## src/mbg_pkg.sv

```systemverilog
package mbg_pkg;
  localparam int MBG_NCS = 4;
  localparam int MBG_NBANK = 4;
  localparam int MBG_AW = 12;
  localparam int MBG_RAW = 6;
  localparam int MBG_BANK_KB_MAX = 63;
  localparam int MBG_CLK_NS = 100;
  localparam int MBG_RAS_NS = 100;
  localparam int MBG_MUX_NS = 200;
  localparam int MBG_CAS_NS = 300;
  localparam int MBG_END_NS = 500;
  localparam logic [3:0] MBG_RAS_CYC = 4'((MBG_RAS_NS + MBG_CLK_NS - 1) / MBG_CLK_NS);
  localparam logic [3:0] MBG_MUX_CYC = 4'((MBG_MUX_NS + MBG_CLK_NS - 1) / MBG_CLK_NS);
  localparam logic [3:0] MBG_CAS_CYC = 4'((MBG_CAS_NS + MBG_CLK_NS - 1) / MBG_CLK_NS);
  localparam logic [3:0] MBG_END_CYC = 4'((MBG_END_NS + MBG_CLK_NS - 1) / MBG_CLK_NS);
  localparam logic [7:0] MBG_DATA_RST = 8'h00;
  typedef struct packed {
    logic ras_n;
    logic cas_n;
    logic we_n;
    logic [MBG_RAW-1:0] addr;
  } mbg_dram_t;
  typedef enum logic [1:0] {
    MBG_IDLE = 2'b00,
    MBG_ROW = 2'b01,
    MBG_COL = 2'b10
  } mbg_state_t;
endpackage

```

## src/mbg_glue.sv

```systemverilog
`timescale 1ns/1ns
`default_nettype none
module mbg_glue #(
  parameter logic [3:0] P_RAS = mbg_pkg::MBG_RAS_CYC,
  parameter logic [3:0] P_MUX = mbg_pkg::MBG_MUX_CYC,
  parameter logic [3:0] P_CAS = mbg_pkg::MBG_CAS_CYC,
  parameter logic [3:0] P_END = mbg_pkg::MBG_END_CYC
) (
  input wire logic i_mclk,
  input wire logic i_resetn,
  input wire logic i_cpu_read,
  input wire logic i_cpu_slot,
  input wire logic i_cycle_req,
  input wire logic i_ram_write,
  input wire logic [mbg_pkg::MBG_NCS-1:0] i_chip_sel,
  input wire logic [mbg_pkg::MBG_NCS-1:0] i_slow_cs_map,
  input wire logic [mbg_pkg::MBG_AW-1:0] i_addr,
  input wire logic [mbg_pkg::MBG_NBANK-1:0] i_bank_en,
  input wire logic [mbg_pkg::MBG_NBANK*8-1:0] i_bank_data,
  input wire logic i_rx_ready,
  output logic [7:0] o_db_out,
  output logic o_db_oe,
  output logic o_rx_valid,
  output logic [7:0] o_rx_data,
  output logic o_refresh_ok,
  output mbg_pkg::mbg_dram_t o_dram,
  output logic o_phi
);
  import mbg_pkg::*;

  // two-flop synchronisers for the control and select pins; i_addr, i_bank_data and i_rx_ready are not synchronised
  logic [MBG_NCS*2+MBG_NBANK+4-1:0] s1_reg, s2_reg, s1_next;
  always_comb begin
    s1_next = {i_cpu_read, i_cpu_slot, i_cycle_req, i_ram_write, i_chip_sel, i_slow_cs_map,
               i_bank_en};
  end
  always_ff @(posedge i_mclk) begin
    if (!i_resetn) begin
      s1_reg <= '0;
      s2_reg <= '0;
    end else begin
      s1_reg <= s1_next;
      s2_reg <= s1_reg;
    end
  end
  logic rd, slot, creq, wr;
  logic [MBG_NCS-1:0] cs, slow_map;
  logic [MBG_NBANK-1:0] ben;
  assign {rd, slot, creq, wr, cs, slow_map, ben} = s2_reg;

  // page select and bus drive gating
  logic page_sel, drive;
  assign page_sel = |cs;
  assign drive = rd && page_sel;

  // bank selection: one-hot enables pick a lane; parallel banks share addr/ctl
  logic [7:0] bank_mux;
  always_comb begin
    bank_mux = 8'h00;
    for (int b = 0; b < MBG_NBANK; b++) begin
      if (ben[b]) begin
        bank_mux = bank_mux | i_bank_data[b*8 +: 8]; // one-hot assumed
      end
    end
  end

  // hold stage: follows bank data while slot and rd are high, latched on fall
  logic [7:0] hold_reg, hold_next;
  logic slot_d_reg;
  always_comb begin
    hold_next = hold_reg;
    if (slot && rd) begin
      hold_next = bank_mux;
    end
  end
  always_ff @(posedge i_mclk) begin
    if (!i_resetn) begin
      hold_reg <= MBG_DATA_RST;
      slot_d_reg <= 1'b0;
    end else begin
      hold_reg <= hold_next;
      slot_d_reg <= slot;
    end
  end

  // bus outputs from flops; enable low means high impedance
  logic [7:0] db_reg, db_next;
  logic oe_reg, oe_next;
  always_comb begin
    db_next = hold_reg;
    oe_next = drive;
  end
  always_ff @(posedge i_mclk) begin
    if (!i_resetn) begin
      db_reg <= MBG_DATA_RST;
      oe_reg <= 1'b0;
    end else begin
      db_reg <= db_next;
      oe_reg <= oe_next;
    end
  end
  assign o_db_out = db_reg;
  assign o_db_oe = oe_reg;
  assign o_refresh_ok = !slot;

  // two-entry buffer: latched word pushed on slot fall, receiver may stall
  // a full buffer drops the word: the bus side has no way to wait
  logic [7:0] fifo_reg [2];
  logic [7:0] fifo_next [2];
  logic [1:0] cnt_reg, cnt_next;
  logic push, pop;
  assign push = slot_d_reg && !slot && rd && page_sel && (cnt_reg != 2'd2);
  assign pop = o_rx_valid && i_rx_ready;
  assign o_rx_valid = cnt_reg != 2'd0;
  assign o_rx_data = fifo_reg[0];
  always_comb begin
    fifo_next = fifo_reg;
    cnt_next = cnt_reg;
    if (pop) begin
      fifo_next[0] = fifo_reg[1];
      cnt_next = cnt_next - 2'd1;
    end
    if (push) begin
      fifo_next[(pop ? cnt_reg - 2'd1 : cnt_reg) == 2'd0 ? 0 : 1] = hold_reg;
      cnt_next = cnt_next + 2'd1;
    end
  end
  always_ff @(posedge i_mclk) begin
    if (!i_resetn) begin
      fifo_reg[0] <= MBG_DATA_RST;
      fifo_reg[1] <= MBG_DATA_RST;
      cnt_reg <= 2'd0;
    end else begin
      fifo_reg <= fifo_next;
      cnt_reg <= cnt_next;
    end
  end

  // dram sequencer timed from the cycle request edge
  // pulses during a running access are ignored: one access at a time
  mbg_state_t st_reg, st_next;
  logic [3:0] tm_reg, tm_next;
  logic creq_d_reg;
  mbg_dram_t dr_reg, dr_next;
  logic creq_rise;
  assign creq_rise = creq && !creq_d_reg;
  always_comb begin
    st_next = st_reg;
    tm_next = tm_reg + 4'd1;
    dr_next = dr_reg;
    dr_next.we_n = !wr;
    case (st_reg)
      MBG_IDLE: begin
        tm_next = 4'd0;
        dr_next.ras_n = 1'b1;
        dr_next.cas_n = 1'b1;
        dr_next.addr = i_addr[MBG_RAW-1:0];
        if (creq_rise) begin
          st_next = MBG_ROW;
        end
      end
      MBG_ROW: begin
        if (tm_reg >= P_RAS) begin
          dr_next.ras_n = 1'b0;
        end
        if (tm_reg >= P_MUX) begin
          dr_next.addr = i_addr[MBG_AW-1:MBG_RAW];
          st_next = MBG_COL;
        end
      end
      MBG_COL: begin
        if (tm_reg >= P_CAS) begin
          dr_next.cas_n = 1'b0;
        end
        if (tm_reg >= P_END) begin
          st_next = MBG_IDLE;
        end
      end
      default: st_next = MBG_IDLE;
    endcase
  end
  always_ff @(posedge i_mclk) begin
    if (!i_resetn) begin
      st_reg <= MBG_IDLE;
      tm_reg <= 4'd0;
      creq_d_reg <= 1'b0;
      dr_reg <= '{ras_n: 1'b1, cas_n: 1'b1, we_n: 1'b1, addr: '0};
    end else begin
      st_reg <= st_next;
      tm_reg <= tm_next;
      creq_d_reg <= creq;
      dr_reg <= dr_next;
    end
  end
  assign o_dram = dr_reg;

  // clock: phi toggles each enable; slow mode halves enables (doubled period)
  // mode taken only as a high phase ends, so no phase is cut short
  logic slow;
  assign slow = |(cs & slow_map);
  logic [1:0] div_reg, div_next;
  logic phi_reg, phi_next, slow_reg, slow_next;
  always_comb begin
    div_next = div_reg + 2'd1;
    phi_next = phi_reg;
    slow_next = slow_reg;
    if (!slow_reg || div_reg[0]) begin
      phi_next = !phi_reg;
      div_next = 2'd0;
      if (phi_reg) begin
        slow_next = slow;
      end
    end
  end
  always_ff @(posedge i_mclk) begin
    if (!i_resetn) begin
      div_reg <= 2'd0;
      phi_reg <= 1'b0;
      slow_reg <= 1'b0;
    end else begin
      div_reg <= div_next;
      phi_reg <= phi_next;
      slow_reg <= slow_next;
    end
  end
  assign o_phi = phi_reg;
endmodule // mbg_glue
`default_nettype wire

```

## config.mk

```make
export PLATFORM = sky130hd
export DESIGN_NAME = mbg_glue
export DESIGN_NICKNAME = d
export VERILOG_FILES = /design/src/mbg_pkg.sv /design/src/mbg_glue.sv
export SDC_FILE = /design/constraint.sdc
export NUM_CORES = 1
export LEC_CHECK = 0
export ABC_AREA = 1
export ABC_CLOCK_PERIOD_IN_PS = 1710
export BUFFER_PORTS_ARGS = -buffer_cell sky130_fd_sc_hd__buf_4
export CELL_PAD_IN_SITES_DETAIL_PLACEMENT = 1
export CELL_PAD_IN_SITES_GLOBAL_PLACEMENT = 1
export CORE_ASPECT_RATIO = 0.8
export CORE_UTILIZATION = 33
export CTS_CLUSTER_SIZE = 16
export DETAILED_ROUTE_END_ITERATION = 12
export HOLD_SLACK_MARGIN = 0.05
export PLACE_DENSITY_LB_ADDON = 0.3
export SLEW_MARGIN = 10
export SYNTH_ARGS = -nofsm -noshare
export SYNTH_HDL_FRONTEND = slang
export SYNTH_SLANG_ARGS = --single-unit
```

## constraint.sdc

```tcl
create_clock -name i_mclk -period 1.71 [get_ports i_mclk]
set_input_delay 0.2565 -clock i_mclk [delete_from_list [all_inputs] [get_ports i_mclk]]
set_output_delay 0.2565 -clock i_mclk [all_outputs]
set_load 0.1 [all_outputs]
```

### Word-level counts from Yosys, hierarchy flattened

Cells that the tools add are included.

| cells by class | value |
|---|---|
| $lt $le $gt $ge | 6 |
| reductions and logical operators | 29 |
| add/subtract/negate cells | 4 |
| eq/ne operators | 8 |
| bitwise logic cells | 6 |
| muxes and demuxes | 22 |

Operators by type and width:

| kind | count |
|---|---|
| 2-to-1 mux 8 bit | 6 |
| greater-or-equal comparator 32 x 2 -> 1 bit (second input constant) | 1 |
| < comparator 32 x 1 -> 1 bit (second input constant) | 1 |
| inverter 1 -> 32 bit | 1 |
| OR 8 bit | 3 |
| bitwise mux 16 bit | 1 |
| 2-to-1 mux 16 bit | 1 |
| inequality test 2 bit (second input constant) | 6 |
| case mux 6 bit (2 select lines) | 1 |
| 2-to-1 mux 2 bit | 5 |
| logical AND 1 bit | 9 |
| demux 8 bit (select 1 bit) | 1 |
| greater-or-equal comparator 4 x 2 -> 1 bit (second input constant) | 2 |
| AND reduction 2 bit | 4 |
| OR reduction 4 bit | 2 |
| 2-to-1 mux 6 bit | 1 |
| case mux 2 bit (3 select lines) | 1 |
| nonzero test 2 bit | 3 |
| zero test 1 bit | 5 |
| adder 2 x 1 -> 2 bit (second input constant) | 2 |
| adder 4 x 1 -> 4 bit (second input constant) | 1 |
| AND 4 bit | 1 |
| greater-or-equal comparator 4 x 1 -> 1 bit (second input constant) | 1 |
| greater-or-equal comparator 4 x 3 -> 1 bit (second input constant) | 1 |
| 10 further kinds | 15 |

| word-level totals | value |
|---|---|
| input port bits | 63 |
| register bits | 88 |
| logic and storage cells | 94 |
| output and inout port bits | 29 |

### Logic depth before layout (Yosys ltp)

| depth | value |
|---|---|
| depth in word-level cells | 12 |
| mapped depth | 15 |

### Worst setup path after synthesis

Ideal clock, no wire load.

| path | value |
|---|---|
| path kind | flip-flop to flip-flop |
| start point | register cnt_reg[0] |
| end point | register (tool-made name) |
| setup slack | -0.589 ns |
| stages on the path, launching flop included | 15 |
| period minus slack after synthesis | 2.299 ns |
| arrival | 2.186 ns |
| buffers on the path | 2 |
| library setup time | 0.113 ns |
| cells stage by stage | dfxtp_1 -> inv_1 -> ha_1 -> inv_2 -> nand2_4 -> buf_2 -> nand2_1 -> o21a_1 -> inv_1 -> ha_1 -> inv_1 -> nand4_4 -> buf_6 -> nor2_1 -> nor2_1 |

RTL lines:

| element | line | text |
|---|---|---|
| from (decl) | mbg_glue.sv:110 | `logic [1:0] cnt_reg, cnt_next;` |
| from (signal assigned) | mbg_glue.sv:135 | `cnt_reg <= cnt_next;` |

### Final worst setup path

| path | value |
|---|---|
| start point | register cnt_reg[1] |
| end point | register fifo_reg (netlist bit o_rx_data[6]) |

| between the ends | value |
|---|---|
| longest elaborated chain between the ends | 12 |
| elaborated cells on any way between the ends | 17 |
| those cells by class | 1 x add/sub; 2 x order compare; 1 x eq/ne; 7 x mux; 1 x bitwise; 5 x reduce/logical |

Ends and longest elaborated chain:

| element | line | text |
|---|---|---|
| branches (longest 11 deep; another with greater-or-equal comparator 32 x 2 -> 1 bit) | -- |  |
| 2-to-1 mux 16 bit * | mbg_glue.sv:123 | `if (push) begin` |
| to (signal assigned) | mbg_glue.sv:134 | `fifo_reg <= fifo_next;` |
| to (decl) | mbg_glue.sv:108 | `logic [7:0] fifo_reg [2];` |

Every way passes the cells marked *.
A chain may end at the register's enable or synchronous reset.

==> out/metrics.csv <==
stage,metric,value,unit
synthesis,yosysTopAreaCellShare,49.33,%
synthesis,synth_ff_type,dfxtp_1,
timing,drv_slew,0,
cells_and_area,area_delta_synth_final,36.07,%
min_path,worstHoldPathType,primary input to register,
clock_tree,cts_sinks,87,
timing,slew_headroom,74.02,%
routing,postRouteAntennaNets,0,
timing,fmax,574.7,MHz
place,preCtsSetupSlack,-0.07443,ns
worst_setup_path,crit_type,register to register,
global_route,first_global_vias,3159,
floorplan,ios,92,
routing,vias,3106,
worst_setup_path,path_max_fanout,8,
place,gp_congestion,0.7172,
place,dp_hpwl,6489,µm
synthesis,synth_cells,476,
synthesis,synth_edf_count,0,
routing,routed.top_layer,met4,
floorplan,die_area,11120,µm²
synthesis,yosysUniqueCellTypes,29,
worst_setup_path,crit_chain,"inv_2, ha_4, inv_12, nand2_8, o21a_1, inv_2, ha_4, buf_12, nand4_4, nand2_1, nand2_1, nor2_1",
worst_setup_path,cp-startpoint,cnt_reg[1]$_SDFF_PN0_,
synthesis,synth_area,3531,µm²
synthesis,ys_ff_latch,87,
floorplan,std_cell_rows,33,
routing,firstDrtPassIters,4,
worst_setup_path,worst_ep_required_time,1.98,ns
worst_setup_path,reg2reg_from,cnt_reg[1]$_SDFF_PN0_,
synthesis,avgSynthCellArea,7.418,µm²
clock_tree,clock_path_buffers,2,
floorplan,initial_core_util,34.21,%
pwr,p_leak,2.506,nW
worst_setup_path,cp-end-kind,register,
synthesis,synth-async-reset-ratio,0,%
worst_setup_path,rr_worst_depth,12,
routing,met3_length,372,µm
worst_setup_path,startpoint_type,register,
worst_setup_path,crit_end,o_rx_data[6]$_SDFF_PN0_,
timing,fin_ws,-0.02995,ns
timing,worst_pin_slew,0.3898,ns
global_route,grtUsageTotal,17.72,%
outcome,failed_checks,negative setup slack,
routing,wire_per_inst,12.93,µm
floorplan,fp.dieH,94.52,µm
pwr,peakVddDrop,0.0005524,V
cells_and_area,drive_above_1_share,26.67,%
timing,finalCriticalPeriod,1.740,ns
routing,drt_iter0_drc,80,
job,drv_cap,0,
cells_and_area,antenna_cells,0,
clock_tree,cts_buffers,9,
clock_tree,tritoncts,yes,
outcome,status,"finished, violations left",
timing,finalHoldViolations,0,
floorplan,die_w,117.7,µm
routing,route.detailed.drc,0,
pwr,powerDensity,1094,nW/µm²
cells_and_area,final_nets,636,
global_route,overflow,0,
clock_tree,clk_latency,0.34,ns
synthesis,synth_seq_area_share,49.33,%
synthesis,synth_fp_nets,546,
worst_setup_path,r2r-end,o_rx_data[6]$_SDFF_PN0_,
clock_tree,cts-root-buf,clkbuf_16,
synthesis,yosys.area.top_type,dfxtp_1,
place,io_buffer_count,91,
worst_setup_path,crit_arrival,2.01,ns
floorplan,coreArea,10320,µm²
global_route,grt_pass1_wl,15270,µm
synthesis,synth_warnings,0,
timing,rsz0062_at_grt,true,
global_route,antenna_found_initial,0,
timing,final-setup-viol-count,2,
timing,period_share,101.8,%
routing,wl,9183,µm
clock_tree,cts.clk_slew.worst_paths,0.06,ns
worst_setup_path,reg2reg_slack,-0.03,ns
timing,skew,0.005035,ns
worst_setup_path,cp_slowest_stage_delay,0.34,ns
clock_tree,cts-htree-levels,3,
timing,whs,0.09563,ns
worst_setup_path,cpMaxStageDelayCell,dfxtp_2,
routing,post_drt_via_cell_ratio,4.375,
routing,dr_wl_met2,4343,µm
synthesis,synth_area_leaders,"dfxtp_1 49%, nand2_1 15%, inv_1 7.9%",
global_route,grt_start_max_net_pins,42,
routing,m1WireLength,4322,µm
-- cell usage in the layout, fill, tap and decap left out, types with 3 or more instances in the layout --
master and n:
bufinv_16 3, nor2_1 57, nand4_4 4, nor2_2 3
dfxtp_1 85, ha_1 5, inv_2 13, nand2_2 4
buf_4 99, o21ai_0 16, nand3b_1 6, inv_1 69
a41oi_1 8, o21ai_1 8, nand3_1 3, a21oi_1 13
clkbuf_16 9, nand2_1 142
-- power breakdown --
group	total [W]	leakage, nW	switching [W]	internal, W
logic	0.000856	1.63	0.000523	0.000333
registers	0.00215	0.712	0.0000472	0.00210
clock network	0.00225	0.165	0.000791	0.00146
total	0.00526	2.51	0.00136	0.00390
-- metrics by stage --
stage          util, %  power, W  std cells  setup TNS [ns]  instance area [µm²]
6_report         46.55  0.005258        710        -0.03145                 4805
5_1_grt          46.55  0.005494        710          -1.240                 4805
4_1_cts          45.65  0.005242        705        -0.02909                 4712
3_5_place_dp     42.00  0.002924        689         -0.4632                 4335
3_3_place_gp     42.00  0.002903        689               0                 4335
2_1_floorplan        -  0.002695        476          -1.107                 3586
-- cells in the mapped netlist (2+ instances only) --
cell and count:
a21oi_1 13, a41oi_1 8, buf_1 4, buf_2 7, buf_4 8, buf_6 2, clkbuf_1 2, dfxtp_1 87
ha_1 7, inv_1 74, inv_2 11, nand2_1 145, nand2_4 2, nand3_1 3, nand3b_1 6, nand4_4 2
nor2_1 60, nor3_1 2, o21ai_0 16, o21ai_1 8
-- timing repair --
action,CTS,global route
setup buffers,0,4
hold buffers,0,0
setup endpoints to repair,11,17
gates cloned,1,1
pin swaps,1,6
gates resized for setup,4,9
-- final cells by class --
cell class	instances	area (µm²)
Fill cell	1274	5518
Sequential cell	87	1744
Multi-Input combinational cell	283	1440
Timing Repair Buffer	100	763.2
Inverter	85	336.6
Clock buffer	10	239.0
Tap cell	140	175.2
Clock inverter	5	106.4
-- cell families (layout without fill, tap and decap cells) --
group / count (synthesis) / in the layout / share of synthesized area [%]
AO/OA/AOI/OAI: 48 / 48 / 7.903
buffers and inverters: 108 / 200 / 13.00
adder cells (fa/ha/maj): 7 / 7 / 2.480
AND/OR/NAND/NOR: 225 / 227 / 27.04
XOR/XNOR: 1 / 1 / 0.2481
flip-flops: 87 / 87 / 49.33
-- worst max-delay path, delay by kind of cell (launching register included) --
kind                     cells  cell delay [ns]
AND/OR/NAND/NOR              5             0.47
adder cells (fa/ha/maj)      2             0.35
flip-flops                   1             0.34
buffers and inverters        4             0.29
AO/OA/AOI/OAI                1             0.21
-- worst min-delay path by stage --
stage / slack [ns] / cells past startpoint / startpoint / end
floorplan: 0.34 / 1 / s2_reg[12]$_SDFF_PN0_ / o_dram[6]$_SDFF_PN1_
global placement: 0.36 / 1 / s2_reg[12]$_SDFF_PN0_ / o_dram[6]$_SDFF_PN1_
detailed placement: 0.36 / 1 / s2_reg[12]$_SDFF_PN0_ / o_dram[6]$_SDFF_PN1_
CTS: 0.08 / 3 / i_bank_en[2] / s1_reg[2]$_SDFF_PN0_
global route: 0.08 / 3 / i_bank_en[2] / s1_reg[2]$_SDFF_PN0_
finish: 0.1 / 3 / i_bank_en[2] / s1_reg[2]$_SDFF_PN0_
-- metal layers --
| layer | GRT usage [%] | vias to the layer above |
|---|---|---|
| li1 | - | 1606 |
| met1 | 21.14 | 1435 |
| met2 | 30.05 | 55 |
| met3 | 5.133 | 10 |
| met4 | 7.479 | 0 |
| met5 | 0 | - |
No activity file was read; power rests on OpenSTA's default activity.
